`src/verilog/cdcsr_pkg.sv`:
```
// Package with register map, field layout, reset values and state codes of the coil driver register bank
package cdcsr_pkg;

	// ****************************************
	// Register map
	// ****************************************
	localparam logic [7:0] ADDR_CTRL  = 8'h02;
	localparam logic [7:0] ADDR_UPPER = 8'h03;
	localparam logic [7:0] ADDR_LOWER = 8'h04;
	localparam logic [7:0] ADDR_FLAGS = 8'h05;
	localparam logic [7:0] PTR_RST    = 8'h00;

	// ****************************************
	// Fields and reset values
	// ****************************************
	localparam int         CTRL_SOFT_RST_BIT = 0;
	localparam int         CTRL_RING_EN_BIT  = 1;
	localparam logic       RING_EN_RST       = 1'b1;
	localparam int         CODE_W            = 10;
	localparam int         UPPER_W           = 2;
	localparam logic [1:0] UPPER_RST         = 2'h0;
	localparam logic [7:0] LOWER_RST         = 8'h00;
	localparam logic [9:0] CODE_RST          = 10'h000;
	localparam int         NUM_FLAGS         = 5;
	localparam logic [4:0] FLAGS_RST         = 5'h00;
	localparam int         FLAG_OVC_BIT      = 0;
	localparam int         FLAG_LOWSUP_BIT   = 1;
	localparam int         FLAG_OPEN_BIT     = 2;
	localparam int         FLAG_SHORT_BIT    = 3;
	localparam int         FLAG_THERM_BIT    = 4;

	// ****************************************
	// Operating state
	// ****************************************
	typedef enum logic [1:0] {
		ST_STANDBY = 2'b01,
		ST_ACTIVE  = 2'b10
	} cdcsr_state_t;

endpackage : cdcsr_pkg

```
`src/verilog/cdcsr_flags.sv`:
```
// Sticky fault flag bank, one flip-flop per fault
`timescale 1ns/100ps
module cdcsr_flags #(
	parameter int NUM = 5
) (
	input  wire logic           ref_clk,
	input  wire logic           sys_rst,
	input  wire logic           clk_en,
	input  wire logic [NUM-1:0] fault_in,
	input  wire logic [NUM-1:0] flag_clr,
	output logic      [NUM-1:0] flags
);

	// ****************************************
	// Flags: a fault present in the clearing cycle wins
	// ****************************************
	for (genvar i = 0; i < NUM; i++) begin : g_flag
		always_ff @(posedge ref_clk) begin
			if (sys_rst) begin
				flags[i] <= 1'b0;
			end else if (clk_en) begin
				flags[i] <= fault_in[i] | (flags[i] & ~flag_clr[i]);
			end
		end
	end

endmodule : cdcsr_flags

```
`src/verilog/cdcsr_regs.sv`:
```
// Control and status register bank of the coil driver, with standby/active control
`timescale 1ns/100ps
module cdcsr_regs (
	input  wire logic       ref_clk,
	input  wire logic       sys_rst,
	input  wire logic       clk_en,
	input  wire logic       bus_ptr_load,
	input  wire logic       bus_wr,
	input  wire logic       bus_rd,
	input  wire logic [7:0] bus_wdata,
	output logic      [7:0] bus_rdata,
	output logic            bus_rvalid,
	input  wire logic       run_req,
	input  wire logic       fault_overcurrent,
	input  wire logic       fault_low_supply,
	input  wire logic       fault_coil_open,
	input  wire logic       fault_coil_short,
	input  wire logic       fault_thermal,
	output logic      [9:0] coil_current_code,
	output logic            ring_comp_en,
	output logic            drive_active
);

	// ****************************************
	// Declarations
	// ****************************************
	logic [7:0]                ptr_r;
	logic [1:0]                upper_r;
	logic [7:0]                lower_r;
	logic [9:0]                code_r;
	logic                      ring_en_r;
	logic [7:0]                rdata_r;
	logic                      rvalid_r;
	cdcsr_pkg::cdcsr_state_t   state_r;
	cdcsr_pkg::cdcsr_state_t   state_nxt;
	logic [4:0]                flags;
	wire logic                 acc_wr;
	wire logic                 acc_rd;
	wire logic                 hit_ctrl;
	wire logic                 hit_upper;
	wire logic                 hit_lower;
	wire logic                 hit_flags;
	wire logic                 soft_rst;
	wire logic                 wr_ctrl;
	wire logic                 wr_upper;
	wire logic                 wr_lower;
	wire logic                 in_standby;
	wire logic                 go_active;
	wire logic                 go_standby;
	wire logic [4:0]           fault_in;
	wire logic [4:0]           flag_clr;
	wire logic                 therm_clr;
	wire logic [7:0]           rd_mux;

	// ****************************************
	// Access decode
	// ****************************************
	// Pointer load takes priority over a data byte in the same cycle
	assign acc_wr    = clk_en & bus_wr & ~bus_ptr_load;
	assign acc_rd    = clk_en & bus_rd & ~bus_ptr_load;
	assign hit_ctrl  = (ptr_r == cdcsr_pkg::ADDR_CTRL);
	assign hit_upper = (ptr_r == cdcsr_pkg::ADDR_UPPER);
	assign hit_lower = (ptr_r == cdcsr_pkg::ADDR_LOWER);
	assign hit_flags = (ptr_r == cdcsr_pkg::ADDR_FLAGS);
	assign soft_rst  = acc_wr & hit_ctrl & bus_wdata[cdcsr_pkg::CTRL_SOFT_RST_BIT];
	assign wr_ctrl   = acc_wr & hit_ctrl & ~soft_rst;
	assign wr_upper  = acc_wr & hit_upper & ~soft_rst;
	assign wr_lower  = acc_wr & hit_lower & ~soft_rst;

	// Soft reset bit is never stored, so it reads back zero
	assign rd_mux = hit_ctrl  ? {6'h00, ring_en_r, 1'b0} :
	                hit_upper ? {6'h00, upper_r} :
	                hit_lower ? lower_r :
	                hit_flags ? {3'h0, flags} :
	                8'h00;

	// ****************************************
	// Register pointer
	// ****************************************
	always_ff @(posedge ref_clk) begin
		if (sys_rst) begin
			ptr_r <= cdcsr_pkg::PTR_RST;
		end else if (clk_en && bus_ptr_load) begin
			ptr_r <= bus_wdata;
		end else if (acc_wr || acc_rd) begin
			ptr_r <= ptr_r + 8'h01;
		end
	end

	// ****************************************
	// Control and current registers
	// ****************************************
	always_ff @(posedge ref_clk) begin
		if (sys_rst || soft_rst) begin
			ring_en_r <= cdcsr_pkg::RING_EN_RST;
		end else if (wr_ctrl) begin
			ring_en_r <= bus_wdata[cdcsr_pkg::CTRL_RING_EN_BIT];
		end
	end

	// Upper bits are only staged; the drive sees them with the next lower write
	always_ff @(posedge ref_clk) begin
		if (sys_rst || soft_rst) begin
			upper_r <= cdcsr_pkg::UPPER_RST;
		end else if (wr_upper) begin
			upper_r <= bus_wdata[1:0];
		end
	end

	always_ff @(posedge ref_clk) begin
		if (sys_rst || soft_rst) begin
			lower_r <= cdcsr_pkg::LOWER_RST;
			code_r  <= cdcsr_pkg::CODE_RST;
		end else if (wr_lower) begin
			lower_r <= bus_wdata;
			code_r  <= {upper_r, bus_wdata};
		end
	end

	// ****************************************
	// Read data
	// ****************************************
	always_ff @(posedge ref_clk) begin
		if (sys_rst) begin
			rdata_r  <= 8'h00;
			rvalid_r <= 1'b0;
		end else if (clk_en) begin
			rvalid_r <= acc_rd;
			if (acc_rd) begin
				rdata_r <= rd_mux;
			end
		end
	end

	// ****************************************
	// Standby / active control
	// ****************************************
	assign in_standby = (state_r == cdcsr_pkg::ST_STANDBY);
	assign go_active  = clk_en & in_standby & run_req & ~soft_rst & ~fault_thermal
	                    & ~flags[cdcsr_pkg::FLAG_THERM_BIT];
	assign go_standby = clk_en & ~in_standby & (soft_rst | fault_thermal | ~run_req);

	always_comb begin
		state_nxt = state_r;
		unique case (state_r)
			cdcsr_pkg::ST_STANDBY: begin
				if (go_active) begin
					state_nxt = cdcsr_pkg::ST_ACTIVE;
				end
			end
			cdcsr_pkg::ST_ACTIVE: begin
				if (go_standby) begin
					state_nxt = cdcsr_pkg::ST_STANDBY;
				end
			end
			default: begin
				state_nxt = cdcsr_pkg::ST_STANDBY;
			end
		endcase
	end

	always_ff @(posedge ref_clk) begin
		if (sys_rst) begin
			state_r <= cdcsr_pkg::ST_STANDBY;
		end else if (clk_en) begin
			state_r <= state_nxt;
		end
	end

	// ****************************************
	// Fault flags
	// ****************************************
	// Thermal flag would otherwise lock the part in standby until a soft reset; it drops once cool in standby
	assign therm_clr = clk_en & in_standby & ~fault_thermal;
	assign fault_in  = {fault_thermal, fault_coil_short, fault_coil_open, fault_low_supply, fault_overcurrent};
	assign flag_clr  = {5{go_active | soft_rst}}
	                   | {therm_clr, 4'h0};

	cdcsr_flags #(
		.NUM (cdcsr_pkg::NUM_FLAGS)
	) u_flags (
		.ref_clk  (ref_clk),
		.sys_rst  (sys_rst),
		.clk_en   (clk_en),
		.fault_in (fault_in),
		.flag_clr (flag_clr),
		.flags    (flags)
	);

	// ****************************************
	// Outputs
	// ****************************************
	assign bus_rdata         = rdata_r;
	assign bus_rvalid        = rvalid_r;
	assign coil_current_code = code_r;
	assign ring_comp_en      = ring_en_r;
	assign drive_active      = state_r[1];

	// ****************************************
	// Assertions
	// ****************************************
	AST_SOFT_RST_READS_ZERO: assert property (@(posedge ref_clk) disable iff (sys_rst)
		acc_rd && hit_ctrl |=> bus_rdata[0] == 1'b0 && bus_rvalid)
		else $error("Soft reset bit read back as one");

	AST_SOFT_RST_DEFAULTS: assert property (@(posedge ref_clk) disable iff (sys_rst)
		soft_rst |=> ring_comp_en && coil_current_code == 10'h000 && !drive_active && upper_r == 2'h0)
		else $error("Soft reset did not restore defaults");

	AST_CODE_APPLY: assert property (@(posedge ref_clk) disable iff (sys_rst)
		wr_lower |=> coil_current_code == {$past(upper_r), $past(bus_wdata)})
		else $error("Lower write did not apply full code");

	AST_UPPER_HOLDS_CODE: assert property (@(posedge ref_clk) disable iff (sys_rst)
		wr_upper |=> $stable(coil_current_code))
		else $error("Current changed without lower write");

	AST_FLAGS_CLEAR_ON_ACTIVE: assert property (@(posedge ref_clk) disable iff (sys_rst)
		go_active |=> drive_active && (flags & ~$past(fault_in)) == 5'h00)
		else $error("Flags not cleared on activation");

	AST_THERMAL_STANDBY: assert property (@(posedge ref_clk) disable iff (sys_rst)
		clk_en && fault_thermal |=> !drive_active)
		else $error("Active while thermal fault present");

	AST_THERMAL_BLOCKS_ACTIVE: assert property (@(posedge ref_clk) disable iff (sys_rst)
		$rose(drive_active) |-> !$past(flags[4]) && !$past(fault_thermal))
		else $error("Activated with thermal flag set");

	AST_STATUS_LAYOUT: assert property (@(posedge ref_clk) disable iff (sys_rst)
		acc_rd && hit_flags |=> bus_rdata == {3'h0, $past(flags)})
		else $error("Status read layout wrong");

	AST_PTR_ADVANCE: assert property (@(posedge ref_clk) disable iff (sys_rst)
		(acc_wr || acc_rd) |=> ptr_r == $past(ptr_r) + 8'h01)
		else $error("Pointer did not advance");

	AST_RING_FOLLOWS_WRITE: assert property (@(posedge ref_clk) disable iff (sys_rst)
		wr_ctrl |=> ring_comp_en == $past(bus_wdata[1]))
		else $error("Ringing enable not written");

	AST_UNMAPPED_ZERO: assert property (@(posedge ref_clk) disable iff (sys_rst)
		acc_rd && !(hit_ctrl || hit_upper || hit_lower || hit_flags) |=> bus_rdata == 8'h00)
		else $error("Unmapped read not zero");

endmodule : cdcsr_regs
```
`config.mk`:
```
export PLATFORM = sky130hd
export DESIGN_NAME = cdcsr_regs
export DESIGN_NICKNAME = d
export VERILOG_FILES = /design/src/verilog/cdcsr_pkg.sv /design/src/verilog/cdcsr_flags.sv /design/src/verilog/cdcsr_regs.sv
export SDC_FILE = /design/constraint.sdc
export NUM_CORES = 1
export LEC_CHECK = 0
export BUFFER_PORTS_ARGS = -buffer_cell sky130_fd_sc_hd__buf_4
export CAP_MARGIN = 20
export CORE_MARGIN = 10
export CORE_UTILIZATION = 57
export CTS_CLUSTER_SIZE = 14
export DETAILED_ROUTE_END_ITERATION = 7
export PLACE_DENSITY = 0.81
export SLEW_MARGIN = 20
export SYNTH_ARGS = -nofsm -noshare
export SYNTH_HDL_FRONTEND = slang
export SYNTH_SLANG_ARGS = --single-unit
```
`constraint.sdc`:
```
create_clock -name ref_clk -period 5 [get_ports ref_clk]
set_clock_uncertainty 0.05 [all_clocks]
set_input_delay 0.75 -clock ref_clk [delete_from_list [all_inputs] [get_ports ref_clk]]
set_output_delay 0.75 -clock ref_clk [all_outputs]
set_load 0.02 [all_outputs]
```
==> metrics.log <==
[metrics] status: finished, final reports clean
[metrics] type of the worst min-delay path: register to register
[metrics] placed wire-length estimate after detailed placement: 3510 um
[metrics] share of post-route cells with drive strength above 1: 0.2317
[metrics] count of endpoints failing hold in the final timing report: 0
[metrics] syn_nets: between 200 and 250
[metrics] pwr/cell area: between 200 and 300 nW/um^2
[metrics] library cell used as clock root buffer: clkbuf_4
[metrics] # DRC: 0
[metrics] number of instances in the synthesized netlist: 209
[metrics] starting utilization of the core area: 0.5862
[metrics] total detailed-routing wirelength: about 4700 um
[metrics] Tightest Pin Transition: about 670 ps
[metrics] Port Buffers: 40
[metrics] maximum operating frequency: 481.7 MHz
[metrics] shortest clock period the worst path allows after layout: 2076 ps
[metrics] unrepaired setup endpoints after global routing: false
[metrics] data required time at the worst endpoint: 5210 ps
[metrics] clock input transition at the sequential cells of the worst setup and hold paths: 120 ps
[metrics] Vias per Instance: 6.054
[metrics] largest net degree at the start of global routing: 24
[metrics] global placement routability congestion: 0.8323
[metrics] hold buffer count at cts: 0
[metrics] wire length of the first global-routing pass: approximately 7600 um
[metrics] worst slew margin relative to its limit: 0.5466
[metrics] most frequently used flop master after synthesis: dfxtp_1
[metrics] Post-layout nets: 269
[metrics] Pins Over Slew Limit: 0
[metrics] Diodes inserted: 0
[metrics] mean area per synthesized cell: 8.423 um^2
[metrics] post-synthesis to final-layout area growth: 21.61%
[metrics] DR WL/cell: 16.71 um
[metrics] netlist area before placement: 1760 um^2
[metrics] Die Span Y: 75.58 um
[metrics] share of the core filled with cells: 0.7129
[metrics] number of buffers on the longest clock path: 2
[metrics] Final TNS setup: 0 ps
[metrics] share of synthesized registers carrying an async set or reset: 0
[metrics] peak supply drop: 0.2347 mV
[metrics] area enclosed by the die boundary: between 5000 and 6000 um^2
[metrics] count of flip-flops with a built-in enable after synthesis: 0
[metrics] number of placement rows: 20
[metrics] top library cells by usage in the layout, fill and taps aside: buf_4 (41), dfxtp_1 (37), nand2_1 (28)
[metrics] share of the cycle needed by the critical path after routing: 0.4152
[metrics] antenna violations before repair: 0
[metrics] total global-route track usage: 0.1738
[metrics] remaining antenna violation count: 0
[metrics] ports placed on the boundary: 41
[metrics] reported max-cap violation count: 0
[metrics] Die X-Extent: 75.58 um
[metrics] number of DRC violations after detailed-routing iteration 0: 222
[metrics] register bit total from synthesis: 37
[metrics] warnings from Yosys: 0
[metrics] leftover overflow at the end of global routing: 0
[metrics] number of distinct library cell variants in the gate-level netlist after synthesis: 44
[metrics] nature of the critical path endpoint: register
[metrics] WP data arrival: roughly 2300 ps
[metrics] clock insertion delay at the later pin of the skew report: 350 ps
[metrics] worst-path fanout max: 14
[metrics] TritonCTS Buffers: 5
[metrics] CTS Sinks: 37
[metrics] pre-CTS setup slack: 2716 ps
[metrics] area of the core: 3003 um^2
[metrics] crit path launch type: register
[metrics] TritonCTS clock tree: built
[metrics] First-pass DRT Iterations: 6
[metrics] final setup fails: 0
[metrics] via count of the first global-routing pass: 1618
[metrics] number of cells upsized or downsized after cts: 0
[metrics] register area share after synthesis: 0.4208
[metrics] vias after detailed routing: 1689
[metrics] post-layout worst setup margin: 2924 ps
[metrics] H-tree level count: 2
[metrics] most common cell after layout, fill and taps aside: buf_4
[metrics] number of post-CTS setup repair buffers: 0
[metrics] leakage: 0.8844 nW
[metrics] type of the setup path with the least slack: register to register
==> per-stage QoR <==
stage | cells | total power [mW] | cell area [um^2] | hold slack, ps
after floorplan | 209 | 0.3578 | 1760 | 392.3
after global placement | 271 | 0.3847 | 2052 | 391.8
after detailed placement | 271 | 0.3860 | 2052 | 394.2
after CTS | 279 | 0.6041 | 2141 | 410.1
after global routing | 279 | 0.6233 | 2141 | 436.7
final | 279 | 0.6020 | 2141 | 407.9
==> power by group <==
group | switching [mW] | internal, mW | leakage, nW | total (mW)
registers | 0.00775 | 0.303 | 0.301 | 0.310
logic | 0.0413 | 0.0286 | 0.539 | 0.0699
clock network | 0.103 | 0.119 | 0.0445 | 0.222
==> cells in the mapped netlist, types with 2 or more instances <==
library cell	instances	area (um^2)
nor4_1	2	12.51
nand3_1	5	25.02
a21oi_1	20	100.1
o211ai_1	2	15.01
nand2b_1	3	18.77
a22o_1	4	35.03
and2_1	3	18.77
clkbuf_1	7	26.28
or2_2	2	12.51
nor2b_1	2	12.51
nand2_1	28	105.1
nor2_1	18	67.56
ha_1	4	50.05
mux2i_1	10	100.1
dfxtp_1	37	740.7
a211oi_1	2	15.01
o21ai_0	10	50.05
a31o_2	2	17.52
nor3_1	5	25.02
a31oi_1	5	31.28
nand3b_1	3	22.52
nand4_1	5	31.28
buf_2	4	20.02
inv_1	6	22.52
==> sequential cells by signal (all words and copies together) (netlist names) <==
signal,cells
u_flags.flags,5
lower_r,7
state_r,2
ptr_r,8
upper_r,2
bus_rvalid,1
ring_comp_en,1
bus_rdata,8
coil_current_code,3
==> path summary, 6_finish.rpt <==
kind           startpoint                    to  slack [ps]  cells past startpoint
max              ptr_r[0]  coil_current_code[7]        2920                      6
max reg2reg      ptr_r[0]  coil_current_code[7]        2920                      6
min          bus_rdata[2]          bus_rdata[2]         410                      2
min reg2reg  bus_rdata[2]          bus_rdata[2]         410                      2
==> layout make-up <==
class	count	area, um^2
clock buffers	6	51.30
clock inverters	2	37.54
fillers	251	862.1
inverters	6	22.52
multi-input cells	154	939.7
flip-flops and latches	37	740.7
well taps	33	41.29
repair buffers	41	307.8
==> logic make-up after synthesis <==
family	Yosys count	synth area share
AOI/OAI and AO/OA	54	0.1990
adders and majority gates	4	0.02843
buffers and inverters	18	0.04549
DFF	37	0.4208
muxes	11	0.06326
and+or+nand+nor	85	0.2431
==> worst max-delay path, stage by stage, from the launching register on <==
cell      delay, ps
dfxtp_1         380
inv_1           100
ha_1            460
nand4b_1        160
or4_4           580
mux2i_1         210
nor2_1           50
==> metal layers <==
layer | part of all wire | vias up | global-route usage
met1 | 0.40 | 786 | 0.2063
met5 | 0 | - | 0
met4 | 0.014 | 0 | 0.07423
met2 | 0.50 | 66 | 0.2861
met3 | 0.082 | 7 | 0.04948
li1 | - | 830 | -
No activity file was read; power rests on OpenSTA's default activity.
